## src/core/tap_pkg.sv

```systemverilog
// constants shared by the test access port and its boundary register
// assumes the test pins are sampled by a much faster system clock
package tap_pkg;

	// ------------------------------------------------------------------
	// register lengths
	// ------------------------------------------------------------------
	localparam int IR_LEN = 4;
	localparam int ID_LEN = 32;
	localparam int BSR_LEN = 8;
	localparam int SYNC_LEN = 2;

	// ------------------------------------------------------------------
	// instruction codes and capture values
	// ------------------------------------------------------------------
	localparam logic [3:0] OP_EXTEST = 4'h0;
	localparam logic [3:0] OP_SAMPLE = 4'h1;
	localparam logic [3:0] OP_IDCODE = 4'h2;
	localparam logic [3:0] OP_CLAMP = 4'h3;
	localparam logic [3:0] OP_BYPASS = 4'hF;
	localparam logic [3:0] IR_CAPTURE = 4'h1;
	// arbitrary identification value; bit 0 must stay set
	localparam logic [31:0] ID_CODE_DEF = 32'h0F0E_D001;

	// ------------------------------------------------------------------
	// controller states, one-hot
	// ------------------------------------------------------------------
	typedef enum logic [15:0] {
		ST_TLR = 16'h0001,
		ST_RTI = 16'h0002,
		ST_SEL_DR = 16'h0004,
		ST_CAP_DR = 16'h0008,
		ST_SHIFT_DR = 16'h0010,
		ST_EXIT1_DR = 16'h0020,
		ST_PAUSE_DR = 16'h0040,
		ST_EXIT2_DR = 16'h0080,
		ST_UPD_DR = 16'h0100,
		ST_SEL_IR = 16'h0200,
		ST_CAP_IR = 16'h0400,
		ST_SHIFT_IR = 16'h0800,
		ST_EXIT1_IR = 16'h1000,
		ST_PAUSE_IR = 16'h2000,
		ST_EXIT2_IR = 16'h4000,
		ST_UPD_IR = 16'h8000
	} tap_state_t;

endpackage : tap_pkg

```

## src/core/bsr_if.sv

```systemverilog
// control and serial path between the controller and the boundary cells
// assumes both ends run on the same system clock
`timescale 1ns/1ns
interface bsr_if;
	logic capture;
	logic shift;
	logic update;
	logic ser_in;
	logic ser_out;
	logic drive_pins;

	modport ctrl (output capture, output shift, output update, output ser_in,
		output drive_pins, input ser_out);
	modport cells (input capture, input shift, input update, input ser_in,
		input drive_pins, output ser_out);
endinterface : bsr_if

```

## src/core/boundary_reg.sv

```systemverilog
// boundary register: one capture/shift stage and one update latch per pin
// assumes capture, shift and update arrive as one-cycle pulses
`timescale 1ns/1ns
module boundary_reg
	import tap_pkg::*;
(
	input wire logic clk, // system clock
	input wire logic rst, // synchronous reset, high
	input wire logic ce, // freezes all state when low
	bsr_if.cells bus, // controller side
	input wire logic [BSR_LEN-1:0] pad_in, // levels seen at the pins
	input wire logic [BSR_LEN-1:0] core_out, // functional pin values
	output logic [BSR_LEN-1:0] pad_out // value driven to the pins
);

	logic [BSR_LEN-1:0] sh_r;
	logic [BSR_LEN-1:0] sh_nxt;
	logic [BSR_LEN-1:0] upd_r;
	logic [BSR_LEN-1:0] upd_nxt;
	logic [BSR_LEN-1:0] pad_r;
	logic [BSR_LEN-1:0] pad_nxt;

	// ------------------------------------------------------------------
	// per-cell next values
	// ------------------------------------------------------------------
	genvar gi;
	generate
		for (gi = 0; gi < BSR_LEN; gi++)
		begin : g_cell
			logic shin;
			assign shin = (gi == BSR_LEN - 1) ? bus.ser_in : sh_r[(gi + 1) % BSR_LEN];
			// capture sees the pins even while the core runs
			assign sh_nxt[gi] = bus.capture ? pad_in[gi] :
				(bus.shift ? shin : sh_r[gi]);
			// update loads the latch, also as preload ahead of external test
			assign upd_nxt[gi] = bus.update ? sh_r[gi] : upd_r[gi];
			// latch owns the pin only in external-test modes
			assign pad_nxt[gi] = bus.drive_pins ? upd_r[gi] : core_out[gi];
		end
	endgenerate

	// ------------------------------------------------------------------
	// registers
	// ------------------------------------------------------------------
	always_ff @(posedge clk)
	begin
		if (rst)
		begin
			sh_r <= '0;
			upd_r <= '0;
			pad_r <= '0;
		end
		else if (ce)
		begin
			sh_r <= sh_nxt;
			upd_r <= upd_nxt;
			pad_r <= pad_nxt;
		end
	end

	assign bus.ser_out = sh_r[0];
	assign pad_out = pad_r;
endmodule : boundary_reg

```

## src/core/tap_ctrl.sv

```systemverilog
// test access port: controller, instruction, bypass and id registers
// assumes tck, tms, tdi and trst_n come from pins, unsynchronised, and
// that tck runs well below a quarter of the system clock rate
`timescale 1ns/1ns
// Functional notes
// five dedicated test pins with scan logic
// bypass gives one-bit path tdi to tdo
// extest lets boundary cells drive pins
// sample captures pins, core undisturbed
// sample also preloads boundary update latches
// clamp selects bypass, cells still drive
// controller rests in reset during functional mode
// reset state forces idcode instruction
// trst_n low resets controller without tck
// 32-bit id register: maker, part, version
// idcode puts id register in path
// capture-dr loads id code under idcode
// bit 0 nearest tdo, shifted first
// standard states; tdo changes on falling tck
module tap_ctrl
	import tap_pkg::*;
#(
	parameter logic [31:0] ID_CODE = ID_CODE_DEF // arbitrary value
)
(
	input wire logic clk, // system clock, 250 MHz
	input wire logic rst, // synchronous reset, high
	input wire logic ce, // freezes all state when low
	input wire logic tck, // test clock pin
	input wire logic tms, // test mode select pin
	input wire logic tdi, // test data in pin
	input wire logic trst_n, // test reset pin, low active
	output logic tdo, // test data out
	output logic tdo_oe, // high while tdo is driven
	input wire logic [BSR_LEN-1:0] pad_in, // pin levels
	input wire logic [BSR_LEN-1:0] core_out, // functional pin values
	output logic [BSR_LEN-1:0] pad_out, // pin values after the cells
	output logic tap_idle // controller in reset state
);

	// ------------------------------------------------------------------
	// pin synchronisers
	// ------------------------------------------------------------------
	logic [SYNC_LEN-1:0] tck_sy_r, tms_sy_r, tdi_sy_r, trst_sy_r;
	logic [SYNC_LEN-1:0] tck_sy_nxt, tms_sy_nxt, tdi_sy_nxt, trst_sy_nxt;
	logic tck_d_r;
	logic tck_s, tms_s, tdi_s, trst_s_n;
	logic rise, fall;

	// bit 0 is the first stage; only bit 1 is read downstream
	always_comb
	begin
		tck_sy_nxt = {tck_sy_r[0], tck};
		tms_sy_nxt = {tms_sy_r[0], tms};
		tdi_sy_nxt = {tdi_sy_r[0], tdi};
		trst_sy_nxt = {trst_sy_r[0], trst_n};
	end

	always_ff @(posedge clk)
	begin
		if (rst)
		begin
			tck_sy_r <= '0;
			tms_sy_r <= '1;
			tdi_sy_r <= '0;
			trst_sy_r <= '0;
			tck_d_r <= 1'b0;
		end
		else if (ce)
		begin
			tck_sy_r <= tck_sy_nxt;
			tms_sy_r <= tms_sy_nxt;
			tdi_sy_r <= tdi_sy_nxt;
			trst_sy_r <= trst_sy_nxt;
			tck_d_r <= tck_s;
		end
	end

	assign tck_s = tck_sy_r[1];
	assign tms_s = tms_sy_r[1];
	assign tdi_s = tdi_sy_r[1];
	assign trst_s_n = trst_sy_r[1];
	// tms and tdi share the tck latency, so they line up with the edge
	assign rise = tck_s & ~tck_d_r;
	assign fall = ~tck_s & tck_d_r;

	// ------------------------------------------------------------------
	// controller state
	// ------------------------------------------------------------------
	tap_state_t state_r, state_nxt;

	always_comb
	begin
		state_nxt = state_r;
		if (!trst_s_n)
			state_nxt = ST_TLR;
		else if (rise)
		begin
			unique case (state_r)
				ST_TLR: state_nxt = tms_s ? ST_TLR : ST_RTI;
				ST_RTI: state_nxt = tms_s ? ST_SEL_DR : ST_RTI;
				ST_SEL_DR: state_nxt = tms_s ? ST_SEL_IR : ST_CAP_DR;
				ST_CAP_DR: state_nxt = tms_s ? ST_EXIT1_DR : ST_SHIFT_DR;
				ST_SHIFT_DR: state_nxt = tms_s ? ST_EXIT1_DR : ST_SHIFT_DR;
				ST_EXIT1_DR: state_nxt = tms_s ? ST_UPD_DR : ST_PAUSE_DR;
				ST_PAUSE_DR: state_nxt = tms_s ? ST_EXIT2_DR : ST_PAUSE_DR;
				ST_EXIT2_DR: state_nxt = tms_s ? ST_UPD_DR : ST_SHIFT_DR;
				ST_UPD_DR: state_nxt = tms_s ? ST_SEL_DR : ST_RTI;
				ST_SEL_IR: state_nxt = tms_s ? ST_TLR : ST_CAP_IR;
				ST_CAP_IR: state_nxt = tms_s ? ST_EXIT1_IR : ST_SHIFT_IR;
				ST_SHIFT_IR: state_nxt = tms_s ? ST_EXIT1_IR : ST_SHIFT_IR;
				ST_EXIT1_IR: state_nxt = tms_s ? ST_UPD_IR : ST_PAUSE_IR;
				ST_PAUSE_IR: state_nxt = tms_s ? ST_EXIT2_IR : ST_PAUSE_IR;
				ST_EXIT2_IR: state_nxt = tms_s ? ST_UPD_IR : ST_SHIFT_IR;
				ST_UPD_IR: state_nxt = tms_s ? ST_SEL_DR : ST_RTI;
				// a corrupted one-hot code falls back to the safe state
				default: state_nxt = ST_TLR;
			endcase
		end
	end

	always_ff @(posedge clk)
	begin
		if (rst)
			state_r <= ST_TLR;
		else if (ce)
			state_r <= state_nxt;
	end

	assign tap_idle = (state_r == ST_TLR);

	// ------------------------------------------------------------------
	// instruction, bypass, id and tdo
	// ------------------------------------------------------------------
	logic [IR_LEN-1:0] ir_sh_r, ir_sh_nxt, ir_r, ir_nxt;
	logic [ID_LEN-1:0] id_sh_r, id_sh_nxt;
	logic byp_r, byp_nxt;
	logic tdo_r, tdo_nxt, oe_r, oe_nxt;
	logic sel_id, sel_bsr, sel_byp, dr_lsb;
	bsr_if bus ();

	// unknown codes fall to bypass so the chain length stays defined
	assign sel_id = (ir_r == OP_IDCODE);
	assign sel_bsr = (ir_r == OP_EXTEST) || (ir_r == OP_SAMPLE);
	assign sel_byp = !sel_id && !sel_bsr;
	assign dr_lsb = sel_id ? id_sh_r[0] : (sel_bsr ? bus.ser_out : byp_r);

	always_comb
	begin
		ir_sh_nxt = ir_sh_r;
		ir_nxt = ir_r;
		id_sh_nxt = id_sh_r;
		byp_nxt = byp_r;
		tdo_nxt = tdo_r;
		oe_nxt = oe_r;
		if (state_r == ST_TLR)
			ir_nxt = OP_IDCODE;
		if (rise && state_r == ST_CAP_IR)
			ir_sh_nxt = IR_CAPTURE;
		if (rise && state_r == ST_SHIFT_IR)
			ir_sh_nxt = {tdi_s, ir_sh_r[IR_LEN-1:1]};
		if (rise && state_r == ST_CAP_DR)
		begin
			byp_nxt = 1'b0;
			id_sh_nxt = ID_CODE;
		end
		if (rise && state_r == ST_SHIFT_DR)
		begin
			byp_nxt = tdi_s;
			// tdi enters at bit 31, bit 0 leaves first
			id_sh_nxt = {tdi_s, id_sh_r[ID_LEN-1:1]};
		end
		if (fall)
		begin
			if (state_r == ST_UPD_IR)
				ir_nxt = ir_sh_r;
			// output moves only on falling tck, so the tester samples on rising
			tdo_nxt = (state_r == ST_SHIFT_IR) ? ir_sh_r[0] : dr_lsb;
			oe_nxt = (state_r == ST_SHIFT_IR) || (state_r == ST_SHIFT_DR);
		end
		// test reset out of a shift state comes with no falling tck, so release here
		if (state_r == ST_TLR)
			oe_nxt = 1'b0;
	end

	always_ff @(posedge clk)
	begin
		if (rst)
		begin
			ir_sh_r <= IR_CAPTURE;
			ir_r <= OP_IDCODE;
			id_sh_r <= '0;
			byp_r <= 1'b0;
			tdo_r <= 1'b0;
			oe_r <= 1'b0;
		end
		else if (ce)
		begin
			ir_sh_r <= ir_sh_nxt;
			ir_r <= ir_nxt;
			id_sh_r <= id_sh_nxt;
			byp_r <= byp_nxt;
			tdo_r <= tdo_nxt;
			oe_r <= oe_nxt;
		end
	end

	assign tdo = tdo_r;
	assign tdo_oe = oe_r;

	// ------------------------------------------------------------------
	// boundary register control
	// ------------------------------------------------------------------
	assign bus.capture = rise && state_r == ST_CAP_DR && sel_bsr;
	assign bus.shift = rise && state_r == ST_SHIFT_DR && sel_bsr;
	assign bus.update = fall && state_r == ST_UPD_DR && sel_bsr;
	assign bus.ser_in = tdi_s;
	// clamp keeps cells on the pins while only the bypass bit shifts
	assign bus.drive_pins = (ir_r == OP_EXTEST) || (ir_r == OP_CLAMP);

	boundary_reg u_bsr (
		.clk(clk),
		.rst(rst),
		.ce(ce),
		.bus(bus.cells),
		.pad_in(pad_in),
		.core_out(core_out),
		.pad_out(pad_out)
	);
endmodule : tap_ctrl

```

## config.mk

```make
export PLATFORM = sky130hd
export DESIGN_NAME = tap_ctrl
export DESIGN_NICKNAME = d
export VERILOG_FILES = /design/src/core/tap_pkg.sv /design/src/core/bsr_if.sv /design/src/core/boundary_reg.sv /design/src/core/tap_ctrl.sv
export SDC_FILE = /design/constraint.sdc
export NUM_CORES = 1
export LEC_CHECK = 0
export ABC_CLOCK_PERIOD_IN_PS = 2100
export CAP_MARGIN = 20
export CORE_AREA = 2 2 115 73
export DETAILED_ROUTE_END_ITERATION = 8
export DIE_AREA = 0 0 117 75
export DONT_BUFFER_PORTS = 1
export GPL_TIMING_DRIVEN = 0
export PLACE_DENSITY = 0.72
export SLEW_MARGIN = 20
export SYNTH_ARGS = -nofsm -noshare
export SYNTH_HDL_FRONTEND = slang
export SYNTH_SLANG_ARGS = --single-unit
```

## constraint.sdc

```tcl
create_clock -name clk -period 2.1 [get_ports clk]
set_input_delay 0.315 -clock clk [delete_from_list [all_inputs] [get_ports clk]]
set_output_delay 0.315 -clock clk [all_outputs]
set_load 0.02 [all_outputs]
```

==> results.sh <==
export IMPL_fin_area_sq_mm=0.00510
export IMPL_yosys_warnings=0
export IMPL_cp_required_ns=2.34
export IMPL_power_mw=3.87
export IMPL_htreeDepth=3
export IMPL_cts_sinks=91
export IMPL_critPathMostFrequentCell="buf_6"
export IMPL_power_density_mw_per_mm2=759
export IMPL_hold_viol=0
export IMPL_critical_path_max_stage_delay_ns=0.52
export IMPL_grt_pass1_vias=3191
export IMPL_wl_mm=11.2
export IMPL_synthTopCellsByCount="dfxtp_1 (91), nor2_1 (52), nand2_1 (46)"
export IMPL_worstPathCellList="or4_4 -> buf_6 -> o22a_4 -> nor3_4 -> nand3_4 -> buf_6 -> o21a_1"
export IMPL_critical_path_endpoint_type="flip-flop"
export IMPL_status="finished, violations left"
export IMPL_synth_seq_cells=91
export IMPL_vias=3620
export IMPL_setup_ws_ns=-0.127
export IMPL_synth_nets=477
export IMPL_drt_pass1_iterations=5
export IMPL_setup_violations=40
export IMPL_clkTransAtPathRegs_ns=0.07
export IMPL_place_area_sq_mm=0.00429
export IMPL_slew_violations=0
export IMPL_crit_fanout=10
export IMPL_grt_pass1_wl_mm=16.9
export IMPL_cts_tree="done"
export IMPL_viasPerCell=6.09
export IMPL_io_buffers=0
export IMPL_path_delay_family="simple AND/OR/NAND/NOR gates"
export IMPL_cts_max_path_buffers=2
export IMPL_synth_most_common_cell="dfxtp_1"
export IMPL_drc=0
export IMPL_drt_iter0_markers=265
export IMPL_syn_inst=454
export IMPL_max_freq_ghz=0.449
export IMPL_nets=504
export IMPL_hold_slack_ns=0.0985
export IMPL_dp_cells=562
export IMPL_die_x_microns=117
export IMPL_worst_setup_path_type="reg -> reg"
export IMPL_area_delta_synth_final_pct=23.6
export IMPL_synth_area_leaders="dfxtp_1 (44%), mux2i_1 (8.2%), nor2_1 (4.7%), nand2_1 (4.2%), o21a_1 (4.0%)"
export IMPL_grt_max_degree=17
export IMPL_power_leakage_nw=1.79
export IMPL_fin_cells=594
export IMPL_rows=25
export IMPL_async_flop_share=0
export IMPL_core_sq_mm=0.00766
export IMPL_relSlewSlack=0.527
export IMPL_netlist_area_leader_share=0.441
export IMPL_violations="setup timing"
export IMPL_routedWlPerCell_microns=18.9
export IMPL_layout_drive_gt1_share=0.245
export IMPL_critical_path_buf_inv_count=2
export IMPL_rsz0062_at_grt="true"
export IMPL_crit_slowest_cell="or4_4"
export IMPL_yosysUniqueCellTypes=50
export IMPL_period_needed_ns=2.23
export IMPL_cp_arrival_ns=2.47
export IMPL_yosysTopAreaCell="dfxtp_1"
export IMPL_die_h_microns=75
export IMPL_synthFlopType="dfxtp_1"
export IMPL_insertion_delay_ns=0.35
export IMPL_ys_seq_area_frac=0.441
export IMPL_cp_start_kind="flip-flop"
export IMPL_postRouteAntennaNets=0
export IMPL_io_pins=34
export IMPL_vdd_drop_max_mv=0.630
export IMPL_avgSynthCellArea_sq_um=9.10
export IMPL_tightest_slew_ns=0.709
export IMPL_hpwlAfterDp_mm=7.15
export IMPL_syn_area_sq_mm=0.00413
export IMPL_initial_core_util=0.539
export IMPL_period_share=1.06
export IMPL_routabilityCongestion=0.937
export IMPL_postCtsHoldBufs=0
export IMPL_antenna_cells=0
export IMPL_synth_edf_count=0
export IMPL_cts_buffers=9
export IMPL_cap_violations=0
export IMPL_fin_worst_skew_ns=0.00746
export IMPL_antenna_found_initial=0
export IMPL_hold_path_class="in -> reg"
export IMPL_gr_total_overflow=0
export IMPL_grt_usage=0.260
export IMPL_dieArea_sq_mm=0.00878
export IMPL_clockRootBuffer="clkbuf_16"
## cells in the final DEF (no fill, tap or decap), types with 3 or more instances in the layout
cell type,n
o21ai_0,9
xnor2_1,4
o22ai_1,9
dfxtp_2,6
dfxtp_1,81
a21oi_1,11
nand2b_1,4
o32ai_1,4
clkbuf_1,14
buf_4,19
a21oi_2,3
a211oi_1,12
nor2_1,48
inv_1,11
or4b_2,3
o21ai_1,4
o22ai_2,5
or4_4,5
nor3_2,5
o32ai_2,4
bufinv_16,4
nand3_2,3
dfxtp_4,4
clkbuf_16,9
nor4_4,10
nand2_1,44
nor4_1,7
nand4_1,3
nor2b_1,4
mux2i_1,33
nor2_2,4
a22oi_1,9
a211oi_2,4
o21a_1,22
buf_6,9
nor3_1,12
## state kept, by name, indices dropped and copies added (netlist names)
| signal | cells |
|---|---|
| trst_sy_r | 2 |
| tdo_oe | 1 |
| tms_sy_r | 2 |
| ir_sh_r | 4 |
| state_r | 16 |
| tdi_sy_r | 2 |
| ir_r | 4 |
| u_bsr.sh_r | 8 |
| tck_sy_r | 2 |
| id_sh_r | 32 |
| u_bsr.upd_r | 8 |
| tdo | 1 |
| tck_d_r | 1 |
| u_bsr.pad_out | 8 |
## metal layers
layer,wire length (microns),part of all wire,track usage
met5,0,0,0
met4,161,0.014,0.0993
met3,958,0.085,0.0604
met2,4920,0.44,0.376
met1,5190,0.46,0.377
## report_power, final
group | internal (mW) | total, mW | switching [mW]
sequential | 1.74 | 1.77 | 0.0290
combinational | 0.0302 | 0.110 | 0.0803
clock | 1.30 | 2.00 | 0.701
## kinds of logic (layout without fill, tap and decap cells)
group | Yosys count | count (layout) | share of synthesized area
AO/OA/AOI/OAI | 107 | 107 | 0.190
XOR/XNOR | 5 | 5 | 0.0106
buffers and inverters | 44 | 76 | 0.0485
flip-flops | 91 | 91 | 0.441
multiplexers | 34 | 34 | 0.0824
AND/OR/NAND/NOR | 173 | 173 | 0.228
## metrics by stage
stage	utilization	setup slack, ns	setup TNS, ns
floorplan	-	0.0139	0
global placement	0.560	-0.344	-13.38
detailed placement	0.560	-0.370	-16.73
CTS	0.636	-0.106	-2.64
global route	0.666	-0.199	-6.55
finish	0.666	-0.127	-3.55
## layout make-up
type	instances	area, sq um
Timing Repair Buffer	24	198
Multi-Input combinational cell	319	2360
Buffer	24	148
Clock buffer	9	225
Fill cell	601	2560
Clock inverter	7	148
Tap cell	108	135
Inverter	12	45.0
Sequential cell	91	1840
## final timing paths
path	from	endpoint	slack [ns]	cells past startpoint
max	state_r[3]$_SDFFE_PP0P_	id_sh_r[27]$_SDFFE_PP0P_	-0.13	7
max reg2reg	state_r[3]$_SDFFE_PP0P_	id_sh_r[27]$_SDFFE_PP0P_	-0.13	7
min reg2reg	id_sh_r[20]$_SDFFE_PP0P_	id_sh_r[19]$_SDFFE_PP0P_	0.46	1
min	tms	tms_sy_r[0]$_SDFFE_PP1P_	0.1	2
## repair_timing
item | in CTS | in global routing
setup buffers | 15 | 6
endpoints found under the setup margin | 63 | 63
pin swaps | 11 | 16
gates resized for setup | 35 | 43
gates cloned | 2 | 1
No activity file was read; power rests on OpenSTA's default activity.
